### src/sdr_pkg.sv
package sdr_pkg;

  // ----------------------------------------------------------------
  // register offsets (byte addresses)
  // ----------------------------------------------------------------
  localparam logic [7:0] SDR_OFS_CTRL = 8'h00; // write-only commands
  localparam logic [7:0] SDR_OFS_MODE = 8'h04; // mode bits and fixed select
  localparam logic [7:0] SDR_OFS_RX = 8'h08; // rx_data_reg
  localparam logic [7:0] SDR_OFS_TX = 8'h0c; // tx_data_reg
  localparam logic [7:0] SDR_OFS_STATUS = 8'h10; // status_reg
  localparam logic [7:0] SDR_OFS_IER = 8'h14; // irq_enable_reg
  localparam logic [7:0] SDR_OFS_IDR = 8'h18; // irq_disable_reg
  localparam logic [7:0] SDR_OFS_IMR = 8'h1c; // irq_mask_reg

  // ----------------------------------------------------------------
  // field positions
  // ----------------------------------------------------------------
  localparam int SDR_CTRL_EN_BIT = 0; // enable command
  localparam int SDR_CTRL_DIS_BIT = 1; // disable command, wins over enable
  localparam int SDR_CTRL_SWRST_BIT = 7; // software reset of the slice
  localparam int SDR_MODE_MASTER_BIT = 0; // master_mode
  localparam int SDR_MODE_VARSEL_BIT = 1; // variable_select_mode
  localparam int SDR_MODE_DECODE_BIT = 2; // select_decode_mode
  localparam int SDR_SEL_LSB = 16; // periph_chip_select field low bit
  localparam int SDR_SEL_MSB = 19; // periph_chip_select field high bit
  localparam int SDR_WORD_MSB = 15; // tx_word / rx word high bit
  localparam int SDR_ENABLED_BIT = 16; // enabled_status in status_reg
  localparam int SDR_FLAGS_W = 6; // flag bits 5..0

  // ----------------------------------------------------------------
  // reset values
  // ----------------------------------------------------------------
  localparam logic [31:0] SDR_RX_RESET = 32'h0000_0000; // rx_data_reg
  localparam logic [31:0] SDR_MODE_RESET = 32'h0000_0000; // mode register
  localparam logic [31:0] SDR_TX_RESET = 32'h0000_0000; // tx_data_reg
  localparam logic [5:0] SDR_MASK_RESET = 6'h00; // irq mask
  localparam logic [3:0] SDR_CS_IDLE = 4'hf; // all select lines inactive

  // ----------------------------------------------------------------
  // types
  // ----------------------------------------------------------------
  typedef struct packed {
    logic tx_dma_done; // bit 5
    logic rx_dma_done; // bit 4
    logic overrun; // bit 3
    logic mode_fault; // bit 2
    logic tx_empty; // bit 1
    logic rx_full; // bit 0
  } sdr_flags_t;

  typedef struct packed {
    logic [3:0] sel; // periph_chip_select written with the word
    logic [15:0] word; // tx_word
  } sdr_txword_t;

  typedef enum logic {SDR_BUS_IDLE, SDR_BUS_ACK} sdr_bus_state_t;

endpackage : sdr_pkg

### src/sdr_sync3.sv
`timescale 1ns/1ps
module sdr_sync3
  import sdr_pkg::*;
(
  input logic clk, // block clock
  input logic rst_n, // synchronised reset, active low
  input logic async_in, // pin from outside the clock domain
  output logic level_q // filtered level, changes once stages 1 and 2 agree
);

  // ----------------------------------------------------------------
  // three-stage sampler
  // ----------------------------------------------------------------
  logic [2:0] stage_q; // stage 0 is read only by stage 1
  logic [2:0] stage_d; // next sampler value
  logic level_d; // next filtered level

  // shift the pin in and accept a change only when stages 1 and 2 agree
  always_comb
  begin
    stage_d = {stage_q[1:0], async_in};
    level_d = (stage_q[2] == stage_q[1]) ? stage_q[2] : level_q;
  end

  // reset to the idle (high) level so no false edge comes out of reset
  always_ff @(posedge clk or negedge rst_n)
  begin
    if (!rst_n)
    begin
      stage_q <= 3'h7;
      level_q <= 1'b1;
    end
    else
    begin
      stage_q <= stage_d;
      level_q <= level_d;
    end
  end

endmodule : sdr_sync3

### src/sdr_cs_decode.sv
`timescale 1ns/1ps
module sdr_cs_decode
  import sdr_pkg::*;
(
  input logic clk, // block clock
  input logic rst_n, // synchronised reset, active low
  input logic clear, // software reset, returns lines to idle
  input logic load, // word moves into the serializer
  input logic master, // master_mode
  input logic variable, // variable_select_mode
  input logic decode, // select_decode_mode
  input logic [3:0] mode_sel, // fixed select field of the mode register
  input logic [3:0] tx_sel, // select field written with the word
  output logic [3:0] lines_q // chip_select_lines, active low
);

  // ----------------------------------------------------------------
  // select decoding
  // ----------------------------------------------------------------
  // lowest zero bit wins; all ones selects nothing, lines stay idle
  function automatic logic [3:0] one_of_four(input logic [3:0] sel);
    logic [3:0] res;
    res = SDR_CS_IDLE;
    if (!sel[0]) res = 4'he;
    else if (!sel[1]) res = 4'hd;
    else if (!sel[2]) res = 4'hb;
    else if (!sel[3]) res = 4'h7;
    return res;
  endfunction : one_of_four

  logic [3:0] field; // chosen select field
  logic [3:0] lines_d; // next line levels

  // choose the source field and, unless decode mode passes it out as is, decode it when a word is loaded
  always_comb
  begin
    field = (variable && master) ? tx_sel : mode_sel;
    lines_d = lines_q;
    if (clear || !master)
      lines_d = SDR_CS_IDLE; // a slave never drives selects
    else if (load)
      lines_d = decode ? field : one_of_four(field);
  end

  // hold lines between words
  always_ff @(posedge clk or negedge rst_n)
  begin
    if (!rst_n)
      lines_q <= SDR_CS_IDLE;
    else
      lines_q <= lines_d;
  end

endmodule : sdr_cs_decode

### src/sdr_regs.sv
`timescale 1ns/1ps
module sdr_regs
  import sdr_pkg::*;
(
  input logic clk, // 100 MHz block clock
  input logic rstn, // asynchronous reset, active low
  input logic wb_cyc_i, // wishbone cycle
  input logic wb_stb_i, // wishbone strobe
  input logic wb_we_i, // wishbone write
  input logic [7:0] wb_adr_i, // wishbone byte address
  input logic [3:0] wb_sel_i, // wishbone byte enables
  input logic [31:0] wb_dat_i, // wishbone write data
  output logic [31:0] wb_dat_o, // wishbone read data
  output logic wb_ack_o, // wishbone acknowledge
  input logic ser_rx_load, // pulse: serializer delivers a word
  input logic [15:0] ser_rx_word, // received word
  input logic ser_tx_take, // pulse: serializer takes the pending word
  output sdr_txword_t tx_word, // pending word and its select field
  output logic tx_pending, // a word waits for the serializer
  output logic [3:0] chip_select_lines, // select outputs, active low
  input logic fault_in_n, // external slave-select pin, low = fault in master
  input logic rx_dma_end, // rx channel end of transfer (counter zero)
  input logic tx_dma_end, // tx channel end of transfer (counter zero)
  output logic rx_dma_req, // request an rx dma transfer
  output logic tx_dma_req, // request a tx dma transfer
  output logic master_mode, // mode bit for the serializer
  output logic variable_select_mode, // mode bit for the serializer
  output logic select_decode_mode, // mode bit for the serializer
  output logic spi_enabled, // interface enabled
  output logic irq // interrupt request, active high
);

  // ----------------------------------------------------------------
  // reset release
  // ----------------------------------------------------------------
  logic [1:0] rst_pipe_q; // release synchroniser
  logic rst_n; // synchronised reset used everywhere below

  // assert at once, release after two edges
  always_ff @(posedge clk or negedge rstn)
  begin
    if (!rstn)
      rst_pipe_q <= 2'b00;
    else
      rst_pipe_q <= {rst_pipe_q[0], 1'b1};
  end

  assign rst_n = rst_pipe_q[1];

  // ----------------------------------------------------------------
  // bus helpers
  // ----------------------------------------------------------------
  // word address match, used by the read mux and every write strobe
  function automatic logic hit(input logic [7:0] adr, input logic [7:0] ofs);
    return adr[7:2] == ofs[7:2];
  endfunction : hit

  // expand byte enables to a bit mask
  function automatic logic [31:0] lane_mask(input logic [3:0] sel);
    return {{8{sel[3]}}, {8{sel[2]}}, {8{sel[1]}}, {8{sel[0]}}};
  endfunction : lane_mask

  // ----------------------------------------------------------------
  // state
  // ----------------------------------------------------------------
  sdr_bus_state_t state_q, state_d; // bus handshake
  logic ack_q, ack_d; // registered acknowledge
  logic [31:0] rdata_q, rdata_d; // registered read data
  logic [31:0] rx_q, rx_d; // rx_data_reg
  sdr_txword_t tx_q, tx_d; // tx_data_reg contents
  logic [31:0] mode_q, mode_d; // mode register
  logic enabled_q, enabled_d; // enabled_status
  sdr_flags_t flags_q, flags_d; // sticky and live flags
  logic [5:0] mask_q, mask_d; // irq_mask_reg
  logic irq_q, irq_d; // interrupt output register
  logic pend_q, pend_d; // tx_pending register
  logic rxreq_q, rxreq_d; // rx dma request register
  logic txreq_q, txreq_d; // tx dma request register
  logic fault_lvl; // synchronised fault pin
  logic fault_prev_q; // previous fault level for edge detect

  // ----------------------------------------------------------------
  // access strobes
  // ----------------------------------------------------------------
  logic commit; // access completes at this edge
  logic [31:0] wmask; // byte-lane mask
  logic [31:0] wdata; // write data with lanes applied
  logic ctrl_wr, mode_wr, tx_wr, ier_wr, idr_wr; // write strobes
  logic rx_rd, sr_rd; // read strobes with side effects
  logic swrst; // software reset command
  logic en_cmd, dis_cmd; // enable / disable commands
  logic fault_evt; // mode fault seen this cycle
  logic take; // pending word really taken

  // side effects land on the edge where the master samples ack
  always_comb
  begin
    commit = wb_cyc_i && wb_stb_i && ack_q;
    wmask = lane_mask(wb_sel_i);
    wdata = wb_dat_i & wmask;
    ctrl_wr = commit && wb_we_i && hit(wb_adr_i, SDR_OFS_CTRL);
    mode_wr = commit && wb_we_i && hit(wb_adr_i, SDR_OFS_MODE);
    tx_wr = commit && wb_we_i && hit(wb_adr_i, SDR_OFS_TX) && (wb_sel_i != 4'h0);
    ier_wr = commit && wb_we_i && hit(wb_adr_i, SDR_OFS_IER);
    idr_wr = commit && wb_we_i && hit(wb_adr_i, SDR_OFS_IDR);
    rx_rd = commit && !wb_we_i && hit(wb_adr_i, SDR_OFS_RX);
    sr_rd = commit && !wb_we_i && hit(wb_adr_i, SDR_OFS_STATUS);
    swrst = ctrl_wr && wdata[SDR_CTRL_SWRST_BIT];
    dis_cmd = ctrl_wr && wdata[SDR_CTRL_DIS_BIT];
    en_cmd = ctrl_wr && wdata[SDR_CTRL_EN_BIT] && !dis_cmd;
    // a fault is the pin falling while we are an enabled master
    fault_evt = mode_q[SDR_MODE_MASTER_BIT] && enabled_q && fault_prev_q && !fault_lvl;
    take = ser_tx_take && !flags_q.tx_empty && enabled_q;
  end

  // ----------------------------------------------------------------
  // bus handshake and read mux
  // ----------------------------------------------------------------
  // one wait cycle lets read data settle in a register before ack
  always_comb
  begin
    state_d = state_q;
    ack_d = 1'b0;
    rdata_d = rdata_q;
    case (state_q)
      SDR_BUS_IDLE:
      begin
        if (wb_cyc_i && wb_stb_i)
        begin
          state_d = SDR_BUS_ACK;
          ack_d = 1'b1;
          rdata_d = 32'h0000_0000; // unmapped and write-only read zero
          if (!wb_we_i)
          begin
            if (hit(wb_adr_i, SDR_OFS_MODE))
              rdata_d = mode_q;
            else if (hit(wb_adr_i, SDR_OFS_RX))
              rdata_d = rx_q;
            else if (hit(wb_adr_i, SDR_OFS_STATUS))
              rdata_d = {15'h0000, enabled_q, 10'h000, flags_q};
            else if (hit(wb_adr_i, SDR_OFS_IMR))
              rdata_d = {26'h000_0000, mask_q};
          end
        end
      end
      SDR_BUS_ACK:
        state_d = SDR_BUS_IDLE; // ack drops the cycle after it was given
      default:
        state_d = SDR_BUS_IDLE;
    endcase
  end

  // register the handshake
  always_ff @(posedge clk or negedge rst_n)
  begin
    if (!rst_n)
    begin
      state_q <= SDR_BUS_IDLE;
      ack_q <= 1'b0;
      rdata_q <= 32'h0000_0000;
    end
    else
    begin
      state_q <= state_d;
      ack_q <= ack_d;
      rdata_q <= rdata_d;
    end
  end

  // ----------------------------------------------------------------
  // fault pin crossing
  // ----------------------------------------------------------------
  sdr_sync3 u_fault_sync (
    .clk(clk),
    .rst_n(rst_n),
    .async_in(fault_in_n),
    .level_q(fault_lvl)
  );

  // keep the last filtered level for falling-edge detection
  always_ff @(posedge clk or negedge rst_n)
  begin
    if (!rst_n)
      fault_prev_q <= 1'b1;
    else
      fault_prev_q <= fault_lvl;
  end

  // ----------------------------------------------------------------
  // data, mode, flags and mask
  // ----------------------------------------------------------------
  // hardware sets of rx_full, overrun and mode_fault win over software clears in the same cycle
  always_comb
  begin
    rx_d = rx_q;
    tx_d = tx_q;
    mode_d = mode_q;
    enabled_d = enabled_q;
    flags_d = flags_q;
    mask_d = mask_q;
    if (swrst)
    begin
      rx_d = SDR_RX_RESET;
      tx_d = sdr_txword_t'(SDR_TX_RESET[19:0]);
      mode_d = SDR_MODE_RESET;
      enabled_d = 1'b0;
      flags_d = sdr_flags_t'(6'h00);
      mask_d = SDR_MASK_RESET;
    end
    else
    begin
      if (mode_wr)
        mode_d = (mode_q & ~wmask) | wdata;
      if (dis_cmd)
        enabled_d = 1'b0;
      else if (en_cmd)
        enabled_d = 1'b1;
      // word right-justified, select status only in master mode
      if (ser_rx_load)
      begin
        rx_d = 32'h0000_0000;
        rx_d[SDR_WORD_MSB:0] = ser_rx_word;
        if (mode_q[SDR_MODE_MASTER_BIT])
          rx_d[SDR_SEL_MSB:SDR_SEL_LSB] = chip_select_lines;
      end
      if (tx_wr)
      begin
        tx_d.word = (tx_q.word & ~wmask[SDR_WORD_MSB:0]) | wdata[SDR_WORD_MSB:0];
        tx_d.sel = (tx_q.sel & ~wmask[SDR_SEL_MSB:SDR_SEL_LSB]) | wdata[SDR_SEL_MSB:SDR_SEL_LSB];
      end
      if (ser_rx_load)
        flags_d.rx_full = 1'b1;
      else if (rx_rd)
        flags_d.rx_full = 1'b0;
      if (ser_rx_load && flags_q.rx_full)
        flags_d.overrun = 1'b1;
      else if (sr_rd)
        flags_d.overrun = 1'b0;
      if (fault_evt)
        flags_d.mode_fault = 1'b1;
      else if (sr_rd)
        flags_d.mode_fault = 1'b0;
      // a write makes the word pending even if a take lands together
      if (!enabled_d)
        flags_d.tx_empty = 1'b0;
      else if (tx_wr)
        flags_d.tx_empty = 1'b0;
      else if (take || en_cmd)
        flags_d.tx_empty = 1'b1;
      mask_d = (mask_q | wdata[5:0] & {6{ier_wr}}) & ~(wdata[5:0] & {6{idr_wr}});
    end
    flags_d.rx_dma_done = rx_dma_end;
    flags_d.tx_dma_done = tx_dma_end;
  end

  // register data, mode, flags and mask
  always_ff @(posedge clk or negedge rst_n)
  begin
    if (!rst_n)
    begin
      rx_q <= SDR_RX_RESET;
      tx_q <= sdr_txword_t'(SDR_TX_RESET[19:0]);
      mode_q <= SDR_MODE_RESET;
      enabled_q <= 1'b0;
      flags_q <= sdr_flags_t'(6'h00);
      mask_q <= SDR_MASK_RESET;
    end
    else
    begin
      rx_q <= rx_d;
      tx_q <= tx_d;
      mode_q <= mode_d;
      enabled_q <= enabled_d;
      flags_q <= flags_d;
      mask_q <= mask_d;
    end
  end

  // ----------------------------------------------------------------
  // registered side outputs
  // ----------------------------------------------------------------
  // dma stops while its channel reports end of transfer
  always_comb
  begin
    irq_d = |(flags_d & mask_d);
    pend_d = enabled_d && !flags_d.tx_empty;
    rxreq_d = flags_d.rx_full && !rx_dma_end;
    txreq_d = flags_d.tx_empty && !tx_dma_end;
  end

  // register irq, pending and dma requests
  always_ff @(posedge clk or negedge rst_n)
  begin
    if (!rst_n)
    begin
      irq_q <= 1'b0;
      pend_q <= 1'b0;
      rxreq_q <= 1'b0;
      txreq_q <= 1'b0;
    end
    else
    begin
      irq_q <= irq_d;
      pend_q <= pend_d;
      rxreq_q <= rxreq_d;
      txreq_q <= txreq_d;
    end
  end

  // ----------------------------------------------------------------
  // chip select generation
  // ----------------------------------------------------------------
  sdr_cs_decode u_cs (
    .clk(clk),
    .rst_n(rst_n),
    .clear(swrst),
    .load(take),
    .master(mode_q[SDR_MODE_MASTER_BIT]),
    .variable(mode_q[SDR_MODE_VARSEL_BIT]),
    .decode(mode_q[SDR_MODE_DECODE_BIT]),
    .mode_sel(mode_q[SDR_SEL_MSB:SDR_SEL_LSB]),
    .tx_sel(tx_q.sel),
    .lines_q(chip_select_lines)
  );

  // ----------------------------------------------------------------
  // outputs, all from flip-flops
  // ----------------------------------------------------------------
  assign wb_dat_o = rdata_q;
  assign wb_ack_o = ack_q;
  assign tx_word = tx_q;
  assign tx_pending = pend_q;
  assign rx_dma_req = rxreq_q;
  assign tx_dma_req = txreq_q;
  assign master_mode = mode_q[SDR_MODE_MASTER_BIT];
  assign variable_select_mode = mode_q[SDR_MODE_VARSEL_BIT];
  assign select_decode_mode = mode_q[SDR_MODE_DECODE_BIT];
  assign spi_enabled = enabled_q;
  assign irq = irq_q;

endmodule : sdr_regs

### config.mk
export PLATFORM = sky130hd
export DESIGN_NAME = sdr_regs
export DESIGN_NICKNAME = d
export VERILOG_FILES = /design/src/sdr_pkg.sv /design/src/sdr_sync3.sv /design/src/sdr_cs_decode.sv /design/src/sdr_regs.sv
export SDC_FILE = /design/constraint.sdc
export NUM_CORES = 1
export LEC_CHECK = 0
export BUFFER_PORTS_ARGS = -buffer_cell sky130_fd_sc_hd__buf_2
export CORE_UTILIZATION = 42
export DETAILED_ROUTE_END_ITERATION = 8
export PLACE_DENSITY = 0.67
export RECOVER_POWER = 100
export SLEW_MARGIN = 10
export SYNTH_ARGS = -nofsm -noshare
export SYNTH_HDL_FRONTEND = slang
export SYNTH_SLANG_ARGS = --single-unit
### constraint.sdc
create_clock -name clk -period 3.7 [get_ports clk]
set_input_delay 0.74 -clock clk [delete_from_list [all_inputs] [get_ports clk]]
set_output_delay 0.74 -clock clk [all_outputs]
set_load 0.01 [all_outputs]
==> results.py, run 1 <==
metrics = {
    "min_path": {
        "timing.hold.worst.class": "primary input to asynchronous set/reset pin",
    },
    "sta": {
        "achievable_freq_mhz": 350,
        "fin_crit_sh_pct": 77.3,
        "setup_viol": 0,
        "timing.max_slew.rel_slack_pct": -61.1,
        "timing.final.max_slew_violations": 97,
        "slew_at_the_pin_closest_to_its_max_slew_limit_ns": 2.42,
        "final_hold_viol_count": 0,
        "rsz0062_at_grt": "false",
        "final.min_clock_period_ns": 2.86,
        "timing.clock.skew_ns": 0.00553,
        "totalNegativeSetupSlack_ns": 0,
    },
    "die": {
        "dieArea_um2": 14200,
        "io-pin-count": 135,
        "dieHeight_um": 119,
        "core-area_um2": 13300,
        "cell_row_count": 42,
        "die_boundary_width_um": 119,
        "initial_utilization_pct": 43.2,
    },
    "clock_network": {
        "ctsRootBufferMaster": "clkbuf_16",
        "clk_pin_slew_worst_paths_ns": 0.06,
        "cts.repair_timing.setup_buffer_count": 0,
        "cts_tree": "done",
        "worst_skew_pair.late_latency_ns": 0.42,
        "cts_buffer_depth": 2,
        "cts_sinks": 133,
        "cts.repair.resized": 0,
        "number_of_buffers_inserted_during_clock_tree_synthesis": 17,
        "cts_hold_bufs": 0,
        "htreeDepth": 4,
    },
    "critical_path": {
        "worst-r2r-setup-slack_ns": 1.01,
        "critPathMaxFanout": 30,
        "timing.critical_path.cells": "clkbuf_1, and4_1, and2_0, and3_1, clkbuf_2, o31ai_1",
        "worst-path-buf-inv": 2,
        "crit_path_end_kind": "flip-flop",
        "start_kind": "primary input",
        "setup.worst_path.class": "primary input to flip-flop",
        "crit-reg2reg-capture": "mode_q[2]",
        "critical_path_arrival_ns": 3.13,
        "rr_worst_depth": 5,
        "crit_family": "simple AND/OR/NAND/NOR gates",
        "worstReg2RegStart": "wb_ack_o",
        "crit_path_top_delay_cell": "clkbuf_2",
        "critical-path-max-stage-delay_ns": 0.61,
        "cp_data_required_time_ns": 3.98,
    },
    "grt": {
        "met1_demand_to_capacity_share_in_global_routing_pct": 30.4,
        "use_met3_pct": 6.37,
        "grt_util_met2_pct": 36.4,
        "grt_antenna_before_repair": 0,
        "gr-max-usage-layer": "met2",
        "grt_usage_pct": 23.0,
        "first_global_vias": 4690,
        "grt_overflow_total": 0,
        "largest_net_degree_at_the_start_of_global_routing": 63,
        "grt_first_pass_wirelength_um": 24700,
    },
    "logic_synthesis": {
        "synth-edff-count": 0,
        "synthesis.area_um2": 5750,
        "synth_cell_type_count": 56,
        "number_of_standard_cells_after_synthesis": 547,
        "synth_warnings": 0,
        "async_flop_share_pct": 100,
        "synth-seq-area-share_pct": 58.1,
        "synth_flop_cell": "dfrtp_1",
        "synth_fp_nets": 617,
        "synth.ff_latch_count": 133,
        "avgSynthCellArea_um2": 10.5,
    },
    "layout": {
        "post_route_cells_drive_above_1_share_pct": 17.1,
        "finish.net_count": 741,
        "area_delta_synth_final_pct": 23.1,
        "post-route-util_pct": 53.2,
        "diodes": 0,
        "post_layout_nonfiller_instances": 860,
    },
    "run_status": {
        "violations_in_the_final_reports": "capacitance limit, slew limit",
        "outcome": "complete, but fails checks",
    },
    "drt": {
        "vias_per_cell": 5.52,
        "detail_route.wirelength_um": 15400,
        "drt-pass1-iter-count": 5,
        "drc": 0,
        "final_antenna_net_count": 0,
        "routedWlPerCell_um": 17.9,
        "routed-via-count": 4745,
        "detail_route.iter0.violations": 322,
    },
    "placement": {
        "portBuffers": 132,
        "dpl.cell_count": 828,
        "gpl.final_weighted_congestion": 0.867,
        "detailed_placement_hpwl_um": 10800,
    },
    "pwr": {
        "peakVddDrop_uv": 373,
        "static_leakage_nw": 3.30,
        "power_density_nw_per_um2": 503,
    },
    "flow_run": {
        "timing.max_cap.violations": 2,
    },
}
-- synthesized netlist by cell type, drive strengths merged (3+ instances only) --
master	count	share of area, %
a22oi	7	0.91
a32o	3	0.52
and2	8	0.91
dfrtp	124	54
a21boi	3	0.39
mux2i	23	4.0
a22o	19	2.9
a221oi	7	1.1
nor2b	4	0.44
a41oi	3	0.46
clkbuf	19	1.2
nand3	36	3.1
nor2	39	2.6
a21oi	37	3.2
a222oi	13	2.3
dfstp	9	4.1
inv	19	1.2
nand4	4	0.44
nand2	78	5.1
o21ai	23	2.1
nand2b	6	0.65
nor3	4	0.44
and3	5	0.54
buf	20	2.1
-- worst max path at each step --
| stage | cells past startpoint | slack, ns | to | from |
|---|---|---|---|---|
| global placement | 6 | 0.97 | mode_q[2] | wb_we_i |
| detailed placement | 7 | 0.97 | mode_q[3] | wb_adr_i[2] |
| finish | 6 | 0.84 | mode_q[2] | wb_we_i |
| CTS | 5 | 1.40 | wb_dat_o[9] | wb_ack_o |
| floorplan | 7 | 1.47 | tx_word[0] | wb_sel_i[3] |
| global route | 1 | 0.67 | u_cs.lines_q[0] | rst_pipe_q[1] |
-- layer usage --
layer | vias up | share of wire [%] | wire [um]
li1 | 2210 | - | -
met1 | 2376 | 45 | 6980
met2 | 142 | 48 | 7400
met3 | 17 | 5.4 | 830
met4 | 0 | 1.2 | 192
met5 | - | 0 | 0
-- cell families after synthesis --
logic type,after synthesis,share of synthesized area (%)
compound gates,131,16.5
fa+ha+maj,1,0.174
buf+inv,58,4.55
flops,133,58.1
mux,23,4.00
other cells,1,0.0652
simple gates,200,16.6
-- layout by cell type (no fill, tap or decap), types with 5 or more instances in the layout --
cell type     n
a21oi_1      37
a221oi_1      7
a222oi_1     13
a22o_1       19
a22oi_1       7
and3_1        5
buf_2        65
buf_4         9
bufinv_16     6
clkbuf_1     71
clkbuf_16    17
clkinvlp_4    5
dfrtp_1     124
dfstp_2       6
inv_1        19
mux2i_1      23
nand2_1      78
nand2b_1      6
nand3_1      36
nor2_1       38
o21ai_0      23
-- sequential cells by signal, indices dropped and copies added, names as in the netlist, 2 cells and up --
| name | flops |
|---|---|
| rx_q | 20 |
| u_fault_sync.stage_q | 3 |
| mask_q | 6 |
| mode_q | 32 |
| tx_word | 20 |
| wb_dat_o | 32 |
| flags_q | 6 |
| rst_pipe_q | 2 |
| u_cs.lines_q | 4 |
-- stage by stage --
stage                     power (mW)  instance area (um^2)  hold WS (ns)  setup WS [ns]
final                           3.56                  7080        0.0929          0.840
after CTS                       3.60                  7200        0.0749           1.40
after global routing            3.68                  7080        0.0797          0.674
after detailed placement        1.71                  6540         0.339          0.969
after global placement          1.70                  6540         0.339          0.968
after floorplan                 1.62                  5750         0.331           1.47
-- where the power goes --
group / internal [mW] / total, mW / switching (mW)
Clock: 1.26 / 1.88 / 0.615
Sequential: 1.49 / 1.52 / 0.0326
Combinational: 0.0599 / 0.158 / 0.0978
-- cell type report --
type / count / area (um^2)
clock buffers: 19 / 433
clock inverters: 13 / 231
fillers: 1223 / 6220
inverters: 19 / 71.3
multi-input cells: 356 / 2120
flip-flops and latches: 133 / 3340
well taps: 176 / 220
repair buffers: 144 / 657
Note: power is estimated with default switching activity, not from simulation.
==> inputs of run 2 (changes only) <==
- ABC_AREA: unset -> 1
- PLACE_DENSITY: 0.67 -> unset
- clock period: 3.7 -> 3 ns (I/O delays scaled with it)
==> results.py, run 2 <==
metrics = {
    "sta": {
        "final.min_clock_period_ns": 2.34,
        "achievable_freq_mhz": 428,
        "totalNegativeSetupSlack_ns": 0,
        "setup_viol": 0,
        "slew_at_the_pin_closest_to_its_max_slew_limit_ns": 1.64,
        "final_hold_viol_count": 0,
        "rsz0062_at_grt": "false",
        "timing.clock.skew_ns": 0.00530,
        "timing.final.max_slew_violations": 39,
        "timing.max_slew.rel_slack_pct": -9.39,
        "fin_crit_sh_pct": 77.9,
    },
    "die": {
        "die_boundary_width_um": 121,
        "dieArea_um2": 14600,
        "io-pin-count": 135,
        "cell_row_count": 43,
        "dieHeight_um": 121,
        "initial_utilization_pct": 42.8,
        "core-area_um2": 13800,
    },
    "layout": {
        "post-route-util_pct": 52.5,
        "diodes": 0,
        "final_common_cell": "inv_1",
        "fillCellCount": 1339,
        "multiInputGateArea_um2": 1940,
        "area_delta_synth_final_pct": 22.7,
        "post_route_cells_drive_above_1_share_pct": 14.8,
        "mostFrequentLayoutCells": "126 x inv_1, 124 x dfrtp_1, 105 x nand2_1",
        "finish.net_count": 876,
        "storage_cell_area_um2": 3340,
    },
    "critical_path": {
        "setup.worst_path.class": "flip-flop to flip-flop",
        "cp_data_required_time_ns": 3.32,
        "start_kind": "flip-flop",
        "critical_path_arrival_ns": 2.66,
        "critPathMaxFanout": 15,
        "crit_path_end_kind": "flip-flop",
    },
    "drt": {
        "detail_route.iter0.violations": 379,
        "routedWlPerCell_um": 16.5,
        "vias_per_cell": 5.22,
        "final_antenna_net_count": 0,
        "routed-via-count": 5218,
        "drt-pass1-iter-count": 5,
        "detail_route.wirelength_um": 16500,
        "drc": 0,
    },
    "clock_network": {
        "number_of_buffers_inserted_during_clock_tree_synthesis": 17,
        "ctsRootBufferMaster": "clkbuf_16",
        "cts_sinks": 133,
        "clk_pin_slew_worst_paths_ns": 0.06,
        "worst_skew_pair.late_latency_ns": 0.41,
        "cts_buffer_depth": 2,
        "cts_tree": "done",
        "cts.repair.resized": 0,
        "cts.repair_timing.setup_buffer_count": 0,
        "htreeDepth": 4,
        "cts_hold_bufs": 1,
    },
    "placement": {
        "gpl.final_weighted_congestion": 0.858,
        "portBuffers": 132,
        "detailed_placement_hpwl_um": 11800,
    },
    "logic_synthesis": {
        "synth_warnings": 0,
        "synth-seq-area-share_pct": 56.4,
        "async_flop_share_pct": 100,
        "synth_top_cells_by_area": "dfrtp_1 52%, inv_1 8.0%, nand2_1 6.4%, o21ai_0 5.9%, dfstp_2 4.0%",
        "number_of_standard_cells_after_synthesis": 668,
        "synth_fp_nets": 738,
        "yosysMostFrequentCell": "inv_1",
        "synthesis.area_um2": 5920,
        "synth.ff_latch_count": 133,
        "yosys.area.top_type": "dfrtp_1",
        "synth_flop_cell": "dfrtp_1",
        "synth_cell_type_count": 35,
        "synth-edff-count": 0,
        "avgSynthCellArea_um2": 8.86,
        "yosys.area.top_type_share_pct": 52.4,
        "synth_common_cells": "126 x inv_1, 124 x dfrtp_1, 101 x nand2_1",
    },
    "min_path": {
        "timing.hold.worst.class": "primary input to flip-flop",
    },
    "pwr": {
        "power_density_nw_per_um2": 590,
        "static_leakage_nw": 3.75,
        "peakVddDrop_uv": 355,
    },
    "grt": {
        "largest_net_degree_at_the_start_of_global_routing": 52,
        "grt_first_pass_wirelength_um": 26000,
        "grt_usage_pct": 23.8,
        "first_global_vias": 5124,
        "grt_antenna_before_repair": 0,
        "grt_overflow_total": 0,
    },
    "flow_run": {
        "timing.max_cap.violations": 1,
    },
    "run_status": {
        "outcome": "complete, but fails checks",
        "violations_in_the_final_reports": "capacitance limit, slew limit",
    },
}
## run 2: cell count changes after synthesis, moves of 17 or more
cell     before  now
a31oi_1       0   17
a22o_1       19    0
nand2_1      78  101
mux2i_1      23    2
o22ai_1       2   30
inv_1        19  126
o21ai_0      14   70
## run 2: kinds of logic (layout without fill, tap and decap cells)
group           after synthesis  after routing  share of synthesized area (%)
mux                           2              2                          0.338
simple gates                204            204                           15.3
buf+inv                     153            304                           10.5
flops                       133            133                           56.4
compound gates              174            174                           17.2
other cells                   1              1                         0.0633
fa+ha+maj                     1              1                          0.169
## run 2: area by class of cell
class                   instances  share of cell area, %
flip-flops and latches        133                   46.0
multi-input cells             382                   26.7
repair buffers                144                   9.08
clock buffers                  24                   6.91
inverters                     128                   6.61
well taps                     180                   3.10
clock inverters                 8                   1.65
## run 2: power by group
group / internal (mW) / switching (mW)
logic: 0.0822 / 0.164
registers: 1.84 / 0.0292
clock network: 1.41 / 0.751
total: 3.34 / 0.944
## run 2: path summary, 6_finish.rpt
| check | start | endpoint | slack [ns] | depth (start not counted) |
|---|---|---|---|---|
| setup reg to reg | wb_ack_o | mode_q[16] | 0.66 | 7 |
| max in group asynchronous | rst_pipe_q[1] | wb_dat_o[20] | 0.96 | 1 |
| min in group asynchronous | rstn | rst_pipe_q[1] | 0.50 | 2 |
| setup / recovery | wb_ack_o | mode_q[16] | 0.66 | 7 |
| hold / removal | fault_in_n | u_fault_sync.stage_q[0] | 0.28 | 1 |
| hold reg to reg | rst_pipe_q[0] | rst_pipe_q[1] | 0.35 | 0 |
## run 2: per-layer routing
layer	vias to the layer above	wire length [um]	GRT usage, %
li1	2464	-	-
met1	2524	7340	31.1
met5	-	0	0
met4	0	386	9.26
met2	194	7790	38.1
met3	36	995	5.57
## run 2: critical path: stages, from the launching register on
cell	delay (ns)
dfrtp_1	0.41
nand3_1	0.13
nor2_4	0.11
clkbuf_1	0.54
nand2_1	0.24
nand2_2	0.31
nand2_1	0.27
a22oi_1	0.23
## run 2: stage by stage
stage | hold WS, ns | setup WS [ns] | total power [mW] | area, um^2 | cells
6_report | 0.282 | 0.663 | 4.28 | 7270 | 999
5_1_grt | 0.271 | 0.508 | 4.44 | 7270 | 999
4_1_cts | 0.272 | 1.08 | 4.32 | 7400 | 999
3_5_place_dp | 0.330 | 0.654 | 2.16 | 6760 | 966
3_3_place_gp | 0.332 | 0.703 | 2.15 | 6760 | 966
2_1_floorplan | 0.304 | 0.796 | 2.04 | 5920 | 668
